$ cat src/csw_pkg.sv
// How it works
// - Low-power select: clear flag, switch, primary off
// - Hold first phase for eight low-power edges
// - Flag low-power oscillator as system clock
// - Disabled low-power oscillator remaps select writes
// - Switch only when resolved select differs
// - Crystal return counts 1024 edges, keeps running
// - Primary flag set after count, primary clock
// - Hold first phase for eight primary edges
// - Enable cleared in low-power mode clears bit0
// - Low-power oscillator runs until count completes
// - External or resistor-cap primary adds short delay
// - Non-crystal primary skips the start-up count
// - Internal RC off unless watchdog/monitor use, it is the selected source or it is the primary
// - Low-power oscillator stays on while enabled
// - Reset clears select, defaults to primary
// - Reset with crystal holds for 1024 edges
// - Two-speed start-up runs from internal RC
// - Start-up timers parallel, one extra cycle
// - Reset with non-crystal primary holds delay
// - Fast internal stable flag about 4 ms later
// - Internal select output follows frequency select
// - Select encodes primary, low-power, internal RC
package csw_pkg;
   // Register byte offsets
   localparam logic [3:0] OSC_CTRL_OFS = 4'h0;
   localparam logic [3:0] T1_CTRL_OFS = 4'h4;
   // Oscillator control layout
   localparam int IFS_LSB = 4;
   localparam int PRIM_RUN_BIT = 3;
   localparam int FAST_STABLE_BIT = 2;
   // Timer one control layout
   localparam int LP_EN_BIT = 3;
   localparam int LP_RUN_BIT = 6;
   // Clock select codes
   localparam logic [1:0] SEL_PRIMARY = 2'h0;
   localparam logic [1:0] SEL_LP_OSC = 2'h1;
   localparam logic [1:0] SEL_INT_RC = 2'h2;
   localparam logic [1:0] SEL_RSVD = 2'h3;
   // Primary oscillator configuration codes
   localparam logic [2:0] CFG_LP_XTAL = 3'h0;
   localparam logic [2:0] CFG_STD_XTAL = 3'h1;
   localparam logic [2:0] CFG_HS_XTAL = 3'h2;
   localparam logic [2:0] CFG_EXT_CLK = 3'h3;
   localparam logic [2:0] CFG_RES_CAP = 3'h4;
   localparam logic [2:0] CFG_INT_RC = 3'h5;
   // Reset values
   localparam logic [2:0] IFS_RESET = 3'h0;
   localparam logic [2:0] IFS_SLOWEST = 3'h0;
   // Timing
   localparam int CLK_NS = 40;
   localparam int OST_EDGES = 1024;
   localparam int HOLD_EDGES = 8;
   localparam int CPU_DLY_MIN_US = 5;
   localparam int CPU_DLY_CYC = (CPU_DLY_MIN_US * 1000 + CLK_NS - 1) / CLK_NS;
   localparam int FAST_STABLE_MS = 4;
   localparam int FAST_STABLE_CYC = (FAST_STABLE_MS * 1000000) / CLK_NS;
   // Sequencer states, one-hot
   typedef enum logic [6:0] {
      ST_RST_WAIT = 7'h01,
      ST_RST_EXTRA = 7'h02,
      ST_RUN = 7'h04,
      ST_OST = 7'h08,
      ST_HOLD = 7'h10,
      ST_DLY = 7'h20,
      ST_UNUSED = 7'h40
   } csw_fsm_t;
   // Oscillator sample pipe: primary, low-power, internal RC
   typedef struct packed {
      logic [2:0] s1;
      logic [2:0] s2;
      logic [2:0] s3;
   } csw_sync_t;
   // All block state
   typedef struct packed {
      csw_fsm_t fsm;
      csw_sync_t sync;
      logic [1:0] sel;
      logic [1:0] cur_src;
      logic [2:0] ifs;
      logic lp_en;
      logic prim_run;
      logic fast_stable;
      logic prim_pwr;
      logic lp_pwr;
      logic rc_pwr;
      logic hold;
      logic [10:0] edge_cnt;
      logic ost_done;
      logic [6:0] dly_cnt;
      logic dly_done;
      logic [16:0] fast_cnt;
      logic fast_busy;
      logic ack;
      logic [31:0] rdata;
   } csw_state_t;
endpackage : csw_pkg

$ cat src/csw_switcher.sv
`timescale 1ns/10ps
`default_nettype none
module csw_switcher #(
   parameter int FAST_STABLE_CYC = csw_pkg::FAST_STABLE_CYC
) (
   input wire logic mclk,
   input wire logic rst,
   input wire logic [3:0] avs_address,
   input wire logic avs_read,
   input wire logic avs_write,
   input wire logic [31:0] avs_writedata,
   input wire logic [3:0] avs_byteenable,
   output logic [31:0] avs_readdata,
   output logic avs_waitrequest,
   input wire logic [2:0] primary_osc_config,
   input wire logic two_speed_en,
   input wire logic watchdog_uses_rc,
   input wire logic fail_safe_uses_rc,
   input wire logic cpu_startup_done,
   input wire logic primary_clk_in,
   input wire logic lp_osc_clk_in,
   input wire logic rc_osc_clk_in,
   output logic [1:0] sys_clk_source,
   output logic [2:0] internal_freq_select,
   output logic first_phase_hold,
   output logic watchdog_pause,
   output logic primary_osc_pwr,
   output logic lp_osc_pwr,
   output logic rc_osc_pwr
);
   csw_pkg::csw_state_t st_reg;
   csw_pkg::csw_state_t st_next;
   logic req;
   logic wr_ok;
   logic [2:0] fall;
   logic src_fall;
   logic crystal;
   logic short_dly;
   logic [1:0] wsel;
   // Top bit of the frequency select field, three bits wide
   localparam int IFS_MSB = csw_pkg::IFS_LSB + 2;

   // Crystal primaries need the start-up count
   function automatic logic is_crystal(input logic [2:0] cfg);
      is_crystal = (cfg == csw_pkg::CFG_LP_XTAL) || (cfg == csw_pkg::CFG_STD_XTAL) ||
                   (cfg == csw_pkg::CFG_HS_XTAL);
   endfunction : is_crystal

   // Remap a select write; the reserved code falls back to internal RC
   function automatic logic [1:0] resolve_sel(input logic [1:0] v, input logic lp_en);
      if (v == csw_pkg::SEL_RSVD)
         resolve_sel = csw_pkg::SEL_INT_RC;
      else if ((v == csw_pkg::SEL_LP_OSC) && !lp_en)
         resolve_sel = csw_pkg::SEL_PRIMARY;
      else
         resolve_sel = v;
   endfunction : resolve_sel

   // Bus and oscillator edge decoding
   assign req = avs_read || avs_write;
   assign wr_ok = avs_write && st_reg.ack;
   assign fall = st_reg.sync.s3 & ~st_reg.sync.s2;
   assign crystal = is_crystal(primary_osc_config);
   assign short_dly = (primary_osc_config == csw_pkg::CFG_EXT_CLK) ||
                      (primary_osc_config == csw_pkg::CFG_RES_CAP);
   assign wsel = resolve_sel(avs_writedata[1:0], st_reg.lp_en);

   // Falling edge of the oscillator that currently drives the system
   always_comb
   begin
      unique case (st_reg.cur_src)
         csw_pkg::SEL_LP_OSC: src_fall = fall[1];
         csw_pkg::SEL_INT_RC: src_fall = fall[2];
         default: src_fall = fall[0];
      endcase
   end

   // Next state of the whole block
   always_comb
   begin
      st_next = st_reg;
      // Oscillator inputs are asynchronous: two flops, then a third for edges
      st_next.sync.s1 = {rc_osc_clk_in, lp_osc_clk_in, primary_clk_in};
      st_next.sync.s2 = st_reg.sync.s1;
      st_next.sync.s3 = st_reg.sync.s2;

      // One wait cycle per access; read data loaded while waiting
      st_next.ack = req && !st_reg.ack;
      st_next.rdata = 32'h0000_0000;
      if (avs_read && !st_reg.ack)
      begin
         if (avs_address == csw_pkg::OSC_CTRL_OFS)
         begin
            st_next.rdata[IFS_MSB:csw_pkg::IFS_LSB] = st_reg.ifs;
            st_next.rdata[csw_pkg::PRIM_RUN_BIT] = st_reg.prim_run;
            st_next.rdata[csw_pkg::FAST_STABLE_BIT] = st_reg.fast_stable;
            st_next.rdata[1:0] = st_reg.sel;
         end
         else if (avs_address == csw_pkg::T1_CTRL_OFS)
         begin
            st_next.rdata[csw_pkg::LP_EN_BIT] = st_reg.lp_en;
            st_next.rdata[csw_pkg::LP_RUN_BIT] = (st_reg.cur_src == csw_pkg::SEL_LP_OSC);
         end
      end

      // Register writes; status bits are read-only
      if (wr_ok && avs_byteenable[0] && (avs_address == csw_pkg::OSC_CTRL_OFS))
      begin
         st_next.ifs = avs_writedata[IFS_MSB:csw_pkg::IFS_LSB];
         st_next.sel = wsel;
      end
      if (wr_ok && avs_byteenable[0] && (avs_address == csw_pkg::T1_CTRL_OFS))
      begin
         st_next.lp_en = avs_writedata[csw_pkg::LP_EN_BIT];
         // Dropping the enable while low-power is selected falls back to primary
         if (!avs_writedata[csw_pkg::LP_EN_BIT] && (st_reg.sel == csw_pkg::SEL_LP_OSC))
            st_next.sel = csw_pkg::SEL_PRIMARY;
      end

      // Fast internal oscillator settle timer
      if (st_reg.fast_busy)
      begin
         if (st_reg.fast_cnt == 17'(FAST_STABLE_CYC - 1))
         begin
            st_next.fast_busy = 1'b0;
            st_next.fast_stable = 1'b1;
         end
         else
            st_next.fast_cnt = st_reg.fast_cnt + 17'h0_0001;
      end

      unique case (st_reg.fsm)
         // Reset recovery: oscillator count and delay run beside the CPU timer
         csw_pkg::ST_RST_WAIT:
         begin
            st_next.cur_src = (crystal && two_speed_en) ? csw_pkg::SEL_INT_RC : csw_pkg::SEL_PRIMARY;
            st_next.hold = !(crystal && two_speed_en);
            st_next.prim_pwr = 1'b1;
            if (crystal && !st_reg.ost_done && fall[0])
            begin
               st_next.edge_cnt = st_reg.edge_cnt + 11'h001;
               if (st_reg.edge_cnt == 11'(csw_pkg::OST_EDGES - 1))
                  st_next.ost_done = 1'b1;
            end
            if (!crystal && !st_reg.dly_done)
            begin
               st_next.dly_cnt = st_reg.dly_cnt + 7'h01;
               if (st_reg.dly_cnt == 7'(csw_pkg::CPU_DLY_CYC - 1))
                  st_next.dly_done = 1'b1;
            end
            if ((crystal ? st_reg.ost_done : st_reg.dly_done) && cpu_startup_done)
               st_next.fsm = csw_pkg::ST_RST_EXTRA;
         end
         // The extra cycle after both timers are done
         csw_pkg::ST_RST_EXTRA:
         begin
            st_next.cur_src = csw_pkg::SEL_PRIMARY;
            st_next.prim_run = 1'b1;
            st_next.hold = 1'b0;
            st_next.fsm = csw_pkg::ST_RUN;
         end
         // Running: start a transition only if the select really changed
         csw_pkg::ST_RUN:
         begin
            st_next.edge_cnt = 11'h000;
            st_next.dly_cnt = 7'h00;
            if (st_reg.sel != st_reg.cur_src)
            begin
               if (st_reg.sel == csw_pkg::SEL_PRIMARY)
               begin
                  st_next.prim_pwr = 1'b1;
                  if (crystal)
                     st_next.fsm = csw_pkg::ST_OST;
                  else
                  begin
                     st_next.cur_src = csw_pkg::SEL_PRIMARY;
                     st_next.prim_run = 1'b1;
                     st_next.hold = 1'b1;
                     st_next.fsm = csw_pkg::ST_HOLD;
                  end
               end
               else
               begin
                  // Secondary entry: primary stops at once to save power
                  st_next.prim_run = 1'b0;
                  st_next.prim_pwr = 1'b0;
                  st_next.cur_src = st_reg.sel;
                  st_next.hold = 1'b1;
                  st_next.fsm = csw_pkg::ST_HOLD;
                  if ((st_reg.sel == csw_pkg::SEL_INT_RC) && (st_reg.ifs != csw_pkg::IFS_SLOWEST))
                  begin
                     st_next.fast_stable = 1'b0;
                     st_next.fast_busy = 1'b1;
                     st_next.fast_cnt = 17'h0_0000;
                  end
               end
            end
         end
         // Crystal warm-up while execution stays on the secondary clock
         csw_pkg::ST_OST:
         begin
            if (fall[0])
            begin
               st_next.edge_cnt = st_reg.edge_cnt + 11'h001;
               if (st_reg.edge_cnt == 11'(csw_pkg::OST_EDGES - 1))
               begin
                  st_next.edge_cnt = 11'h000;
                  st_next.cur_src = csw_pkg::SEL_PRIMARY;
                  st_next.prim_run = 1'b1;
                  st_next.hold = 1'b1;
                  st_next.fsm = csw_pkg::ST_HOLD;
               end
            end
         end
         // First-phase hold for eight falling edges of the new source
         csw_pkg::ST_HOLD:
         begin
            if (src_fall)
            begin
               st_next.edge_cnt = st_reg.edge_cnt + 11'h001;
               if (st_reg.edge_cnt == 11'(csw_pkg::HOLD_EDGES - 1))
               begin
                  if ((st_reg.cur_src == csw_pkg::SEL_PRIMARY) && short_dly)
                     st_next.fsm = csw_pkg::ST_DLY;
                  else
                  begin
                     st_next.hold = 1'b0;
                     st_next.fsm = csw_pkg::ST_RUN;
                  end
               end
            end
         end
         // CPU settle delay after leaving secondary mode
         csw_pkg::ST_DLY:
         begin
            st_next.dly_cnt = st_reg.dly_cnt + 7'h01;
            if (st_reg.dly_cnt == 7'(csw_pkg::CPU_DLY_CYC - 1))
            begin
               st_next.hold = 1'b0;
               st_next.fsm = csw_pkg::ST_RUN;
            end
         end
         // Unused code: recover by running on the current source
         default:
         begin
            st_next.hold = 1'b0;
            st_next.fsm = csw_pkg::ST_RUN;
         end
      endcase

      // Low-power oscillator stays up while enabled or still clocking
      st_next.lp_pwr = st_next.lp_en || (st_next.cur_src == csw_pkg::SEL_LP_OSC);
      // Internal RC stays up only while something needs it
      st_next.rc_pwr = (st_next.cur_src == csw_pkg::SEL_INT_RC) || watchdog_uses_rc ||
                       fail_safe_uses_rc ||
                       ((st_next.cur_src == csw_pkg::SEL_PRIMARY) &&
                        (primary_osc_config == csw_pkg::CFG_INT_RC));
   end

   // Single state register; reset loads the primary, but a two-speed crystal start-up then runs on internal RC
   always_ff @(posedge mclk)
   begin
      if (rst)
      begin
         st_reg <= '0;
         st_reg.fsm <= csw_pkg::ST_RST_WAIT;
         st_reg.sel <= csw_pkg::SEL_PRIMARY;
         st_reg.cur_src <= csw_pkg::SEL_PRIMARY;
         st_reg.ifs <= csw_pkg::IFS_RESET;
         st_reg.prim_pwr <= 1'b1;
         st_reg.rc_pwr <= 1'b1;
         st_reg.hold <= 1'b1;
      end
      else
         st_reg <= st_next;
   end

   // Outputs
   assign avs_waitrequest = req && !st_reg.ack;
   assign avs_readdata = st_reg.rdata;
   assign sys_clk_source = st_reg.cur_src;
   assign internal_freq_select = st_reg.ifs;
   assign first_phase_hold = st_reg.hold;
   // Watchdog counter doubles as start-up counter during transitions
   assign watchdog_pause = (st_reg.fsm != csw_pkg::ST_RUN);
   assign primary_osc_pwr = st_reg.prim_pwr;
   assign lp_osc_pwr = st_reg.lp_pwr;
   assign rc_osc_pwr = st_reg.rc_pwr;
endmodule : csw_switcher
`default_nettype wire

$ cat config.mk
export PLATFORM = sky130hd
export DESIGN_NAME = csw_switcher
export DESIGN_NICKNAME = d
export VERILOG_FILES = /design/src/csw_pkg.sv /design/src/csw_switcher.sv
export SDC_FILE = /design/constraint.sdc
export NUM_CORES = 1
export LEC_CHECK = 0
export ABC_AREA = 1
export BUFFER_PORTS_ARGS = -buffer_cell sky130_fd_sc_hd__buf_4
export CORE_MARGIN = 4
export CORE_UTILIZATION = 59
export DETAILED_ROUTE_END_ITERATION = 12
export PLACE_DENSITY = 0.89
export SLEW_MARGIN = 20
export SYNTH_ARGS = -nofsm -noshare
export SYNTH_HDL_FRONTEND = slang
export SYNTH_SLANG_ARGS = --single-unit
$ cat constraint.sdc
create_clock -name mclk -period 3.55 [get_ports mclk]
set_input_delay 0.5325 -clock mclk [delete_from_list [all_inputs] [get_ports mclk]]
set_output_delay 0.5325 -clock mclk [all_outputs]
set_load 0.01 [all_outputs]
==> impl_metrics.yaml <==
status:
  status: "finished, final reports clean"
power_and_ir_drop:
  pwr-share-comb_pct: 32.8
  p_sw_share_pct: 37.80
  p_int_uw: 1595
  p_clk_share_pct: 29.0
  leakagePower_uw: 0.002189
  ir_worst_vdd_mv: 0.2992
  p_per_area_nw_per_um2: 525.8
  p_sw_uw: 969.3
  power_frac_seq_pct: 38.2
global_routing:
  grt_pass1_vias: 3960
  grt_pass1_wl_um: 16900
  grt_max_degree: 30
  globalRoute.totalOverflow: 0
  grtUsageTotal_pct: 23.21
  antenna_found_initial: 0
detailed_routing:
  drc_errors: 0
  drt-total-wl_um: 9677
  initialDrtViolationCount: 245
  dr.pass1.iters: 5
  vias: 4151
  post_drt_wl_per_cell_um: 12.02
  avgViaCountPerCell: 5.157
  antenna_left: 0
yosys:
  syn_area_per_cell_um2: 6.629
  synthTopCellsByCount: "151 x nand2_1, 95 x nor2_1, 83 x inv_1"
  yosysUniqueCellTypes: 40
  ys_warn_count: 0
  ys_ff_latch: 75
  netlist_area_um2: 4442
  synth_cells: 670
  synth_most_common_cell: "nand2_1"
  synth_edf_count: 0
  yosys.area.top_type: "dfxtp_1"
  synth-seq-area-share_pct: 33.80
  synth_area_leaders: "dfxtp_1 34%, nand2_1 13%, nor2_1 8.0%"
  synthFlopType: "dfxtp_1"
  async_flop_share_pct: 0
  yosysTopAreaCellShare_pct: 33.80
critical_path:
  cp_top_family: "simple AND/OR/NAND/NOR gates"
  crit_path_top_delay_cell: "dfxtp_1"
  crit_type: "flop to flop"
  rr_startpoint: "sys_clk_source[0]$_SDFF_PP0_"
  path_buf_inv: 2
  cp_max_fo: 12
  worstSetupStartpointType: "flop"
  crit_path_max_incr_delay_ns: 0.47
  reg2reg_to: "st_reg[60]$_SDFFE_PP0P_"
  crit_chain: "inv_1 > ha_1 > nor2_1 > nor2_1 > a21oi_2 > nand2_4 > inv_2 > nand2_1 > nand2_1 > nor2_1"
  cpMostUsedCell: "nor2_1"
  r2r_slack_ns: 1.44
  crit_required_ns: 3.80
  end_kind: "flop"
  rr_worst_depth: 10
  arrival_ns: 2.36
floorplanning:
  ioPinCount: 97
  die_x_um: 94.77
  rows: 31
  start_util_pct: 60.91
  dieArea_um2: 8980
  fp.coreArea_um2: 7292
  die_h_um: 94.77
min_path:
  hold_path_class: "input pin to flop"
  worstHoldStart: "rc_osc_clk_in"
  worstHoldPathCells: 3
  holdPathEnd: "st_next[90]$_SDFF_PP0_"
cts:
  cts_tree: "done"
  cts_hold_buf: 0
  post_cts.repair.setup_buffers: 0
  root_buffer: "clkbuf_8"
  cts-resized-gates: 0
  clock_latency_ns: 0.35
  cts_made_buffers: 9
  htree_levels: 3
  cts_buffer_depth: 2
  cts_sinks: 75
  clk_pin_slew_ns: 0.08
timing:
  fin_setup_tns_ns: 0
  relSlewSlack_pct: 41.36
  finalHoldViolations: 0
  worst_pin_slew_ns: 0.8783
  setup_violations: 0
  fin_crit_ns: 2.106
  fin_crit_sh_pct: 59.32
  rsz0062_at_grt: "no"
  fmax_mhz: 474.9
  fin_worst_skew_ns: 0.01004
  slew_violations: 0
final_layout:
  diodes: 0
  layout-drive-gt1-share_pct: 13.74
  largest_reg_flops: 53
  regArea_um2: 1501
  final_cells: 805
  nNetsFinal: 762
  fillers: 629
  multiInputGateArea_um2: 2361
  area_growth_syn_to_layout_pct: 9.803
  finalCoreUtilization_pct: 66.88
placed_design:
  dpl.hpwl_um: 7288
  routabilityCongestion: 0.9436
  dp_cells: 789
  port_buffers: 42
flow_run:
  cap_viol_max_count: 0
## per-stage QoR
step | power (µW) | instance area, µm² | hold WS [ns] | setup slack (ns)
finish | 2565 | 4877 | 0.3745 | 1.444
global route | 2725 | 4877 | 0.3797 | 1.333
CTS | 2570 | 4877 | 0.3658 | 1.456
detailed placement | 1830 | 4654 | 0.4000 | 1.420
global placement | 1791 | 4654 | 0.3938 | 1.442
floorplan | 1677 | 4532 | 0.3883 | 1.875
## worst max-delay path by stage
stage / cells after the start / startpoint / to
floorplan: 9 / sys_clk_source[0]$_SDFF_PP0_ / st_reg[70]$_SDFFE_PP0P_
global placement: 11 / primary_osc_config[2] / st_reg[60]$_SDFFE_PP0P_
detailed placement: 11 / primary_osc_config[1] / st_reg[60]$_SDFFE_PP0P_
CTS: 10 / sys_clk_source[0]$_SDFF_PP0_ / st_reg[60]$_SDFFE_PP0P_
global route: 10 / sys_clk_source[0]$_SDFF_PP0_ / st_reg[60]$_SDFFE_PP0P_
finish: 10 / sys_clk_source[0]$_SDFF_PP0_ / st_reg[60]$_SDFFE_PP0P_
## cells in the final DEF (no fill, tap or decap), drive strengths merged, types with 15 or more instances in the layout
cell     n
inv     93
nand3   59
dfxtp   75
o21ai   34
nand2  157
conb    25
buf     43
xor2    15
nor2   108
a21oi   28
## routing by layer
metal,GRT usage (%),wire length (µm),up-vias
met4,9.375,220,0
met3,5.418,673,24
met5,0,0,-
li1,-,-,2118
met2,42.34,4938,151
met1,25.74,3845,1858
## cell type report
class                   instances  share of cell area, %
multi-input cells             480                  48.41
flip-flops and latches         75                  30.79
inverters                      92                  7.081
repair buffers                 43                  6.619
clock buffers                   9                  2.540
well taps                      99                  2.540
clock inverters                 7                  2.027
## power groups by stage
| stage | Clock, µW | Sequential (µW) | Combinational (µW) |
|---|---|---|---|
| final | 743 | 981 | 841 |
| after global placement | 0 | 995 | 796 |
| after detailed placement | 0 | 1000 | 830 |
| after global routing | 793 | 989 | 943 |
| after floorplan | 0 | 991 | 686 |
| after CTS | 754 | 981 | 835 |
## worst min-delay path, stage by stage
cell	delay (ns)
buf_4	0.08
inv_1	0.03
nor2_1	0.06
## cells by family (layout without fill, tap and decap cells)
kind of cell / Yosys count / in the layout / share of synthesized area (%)
buf+inv: 139 / 151 / 15.07
simple gates: 360 / 360 / 37.07
flops: 75 / 75 / 33.80
xor+xnor: 16 / 16 / 3.155
other cells: 1 / 25 / 0.08443
compound gates: 72 / 72 / 8.845
fa+ha+maj: 7 / 7 / 1.972
Power figures use the tool's default switching activity.
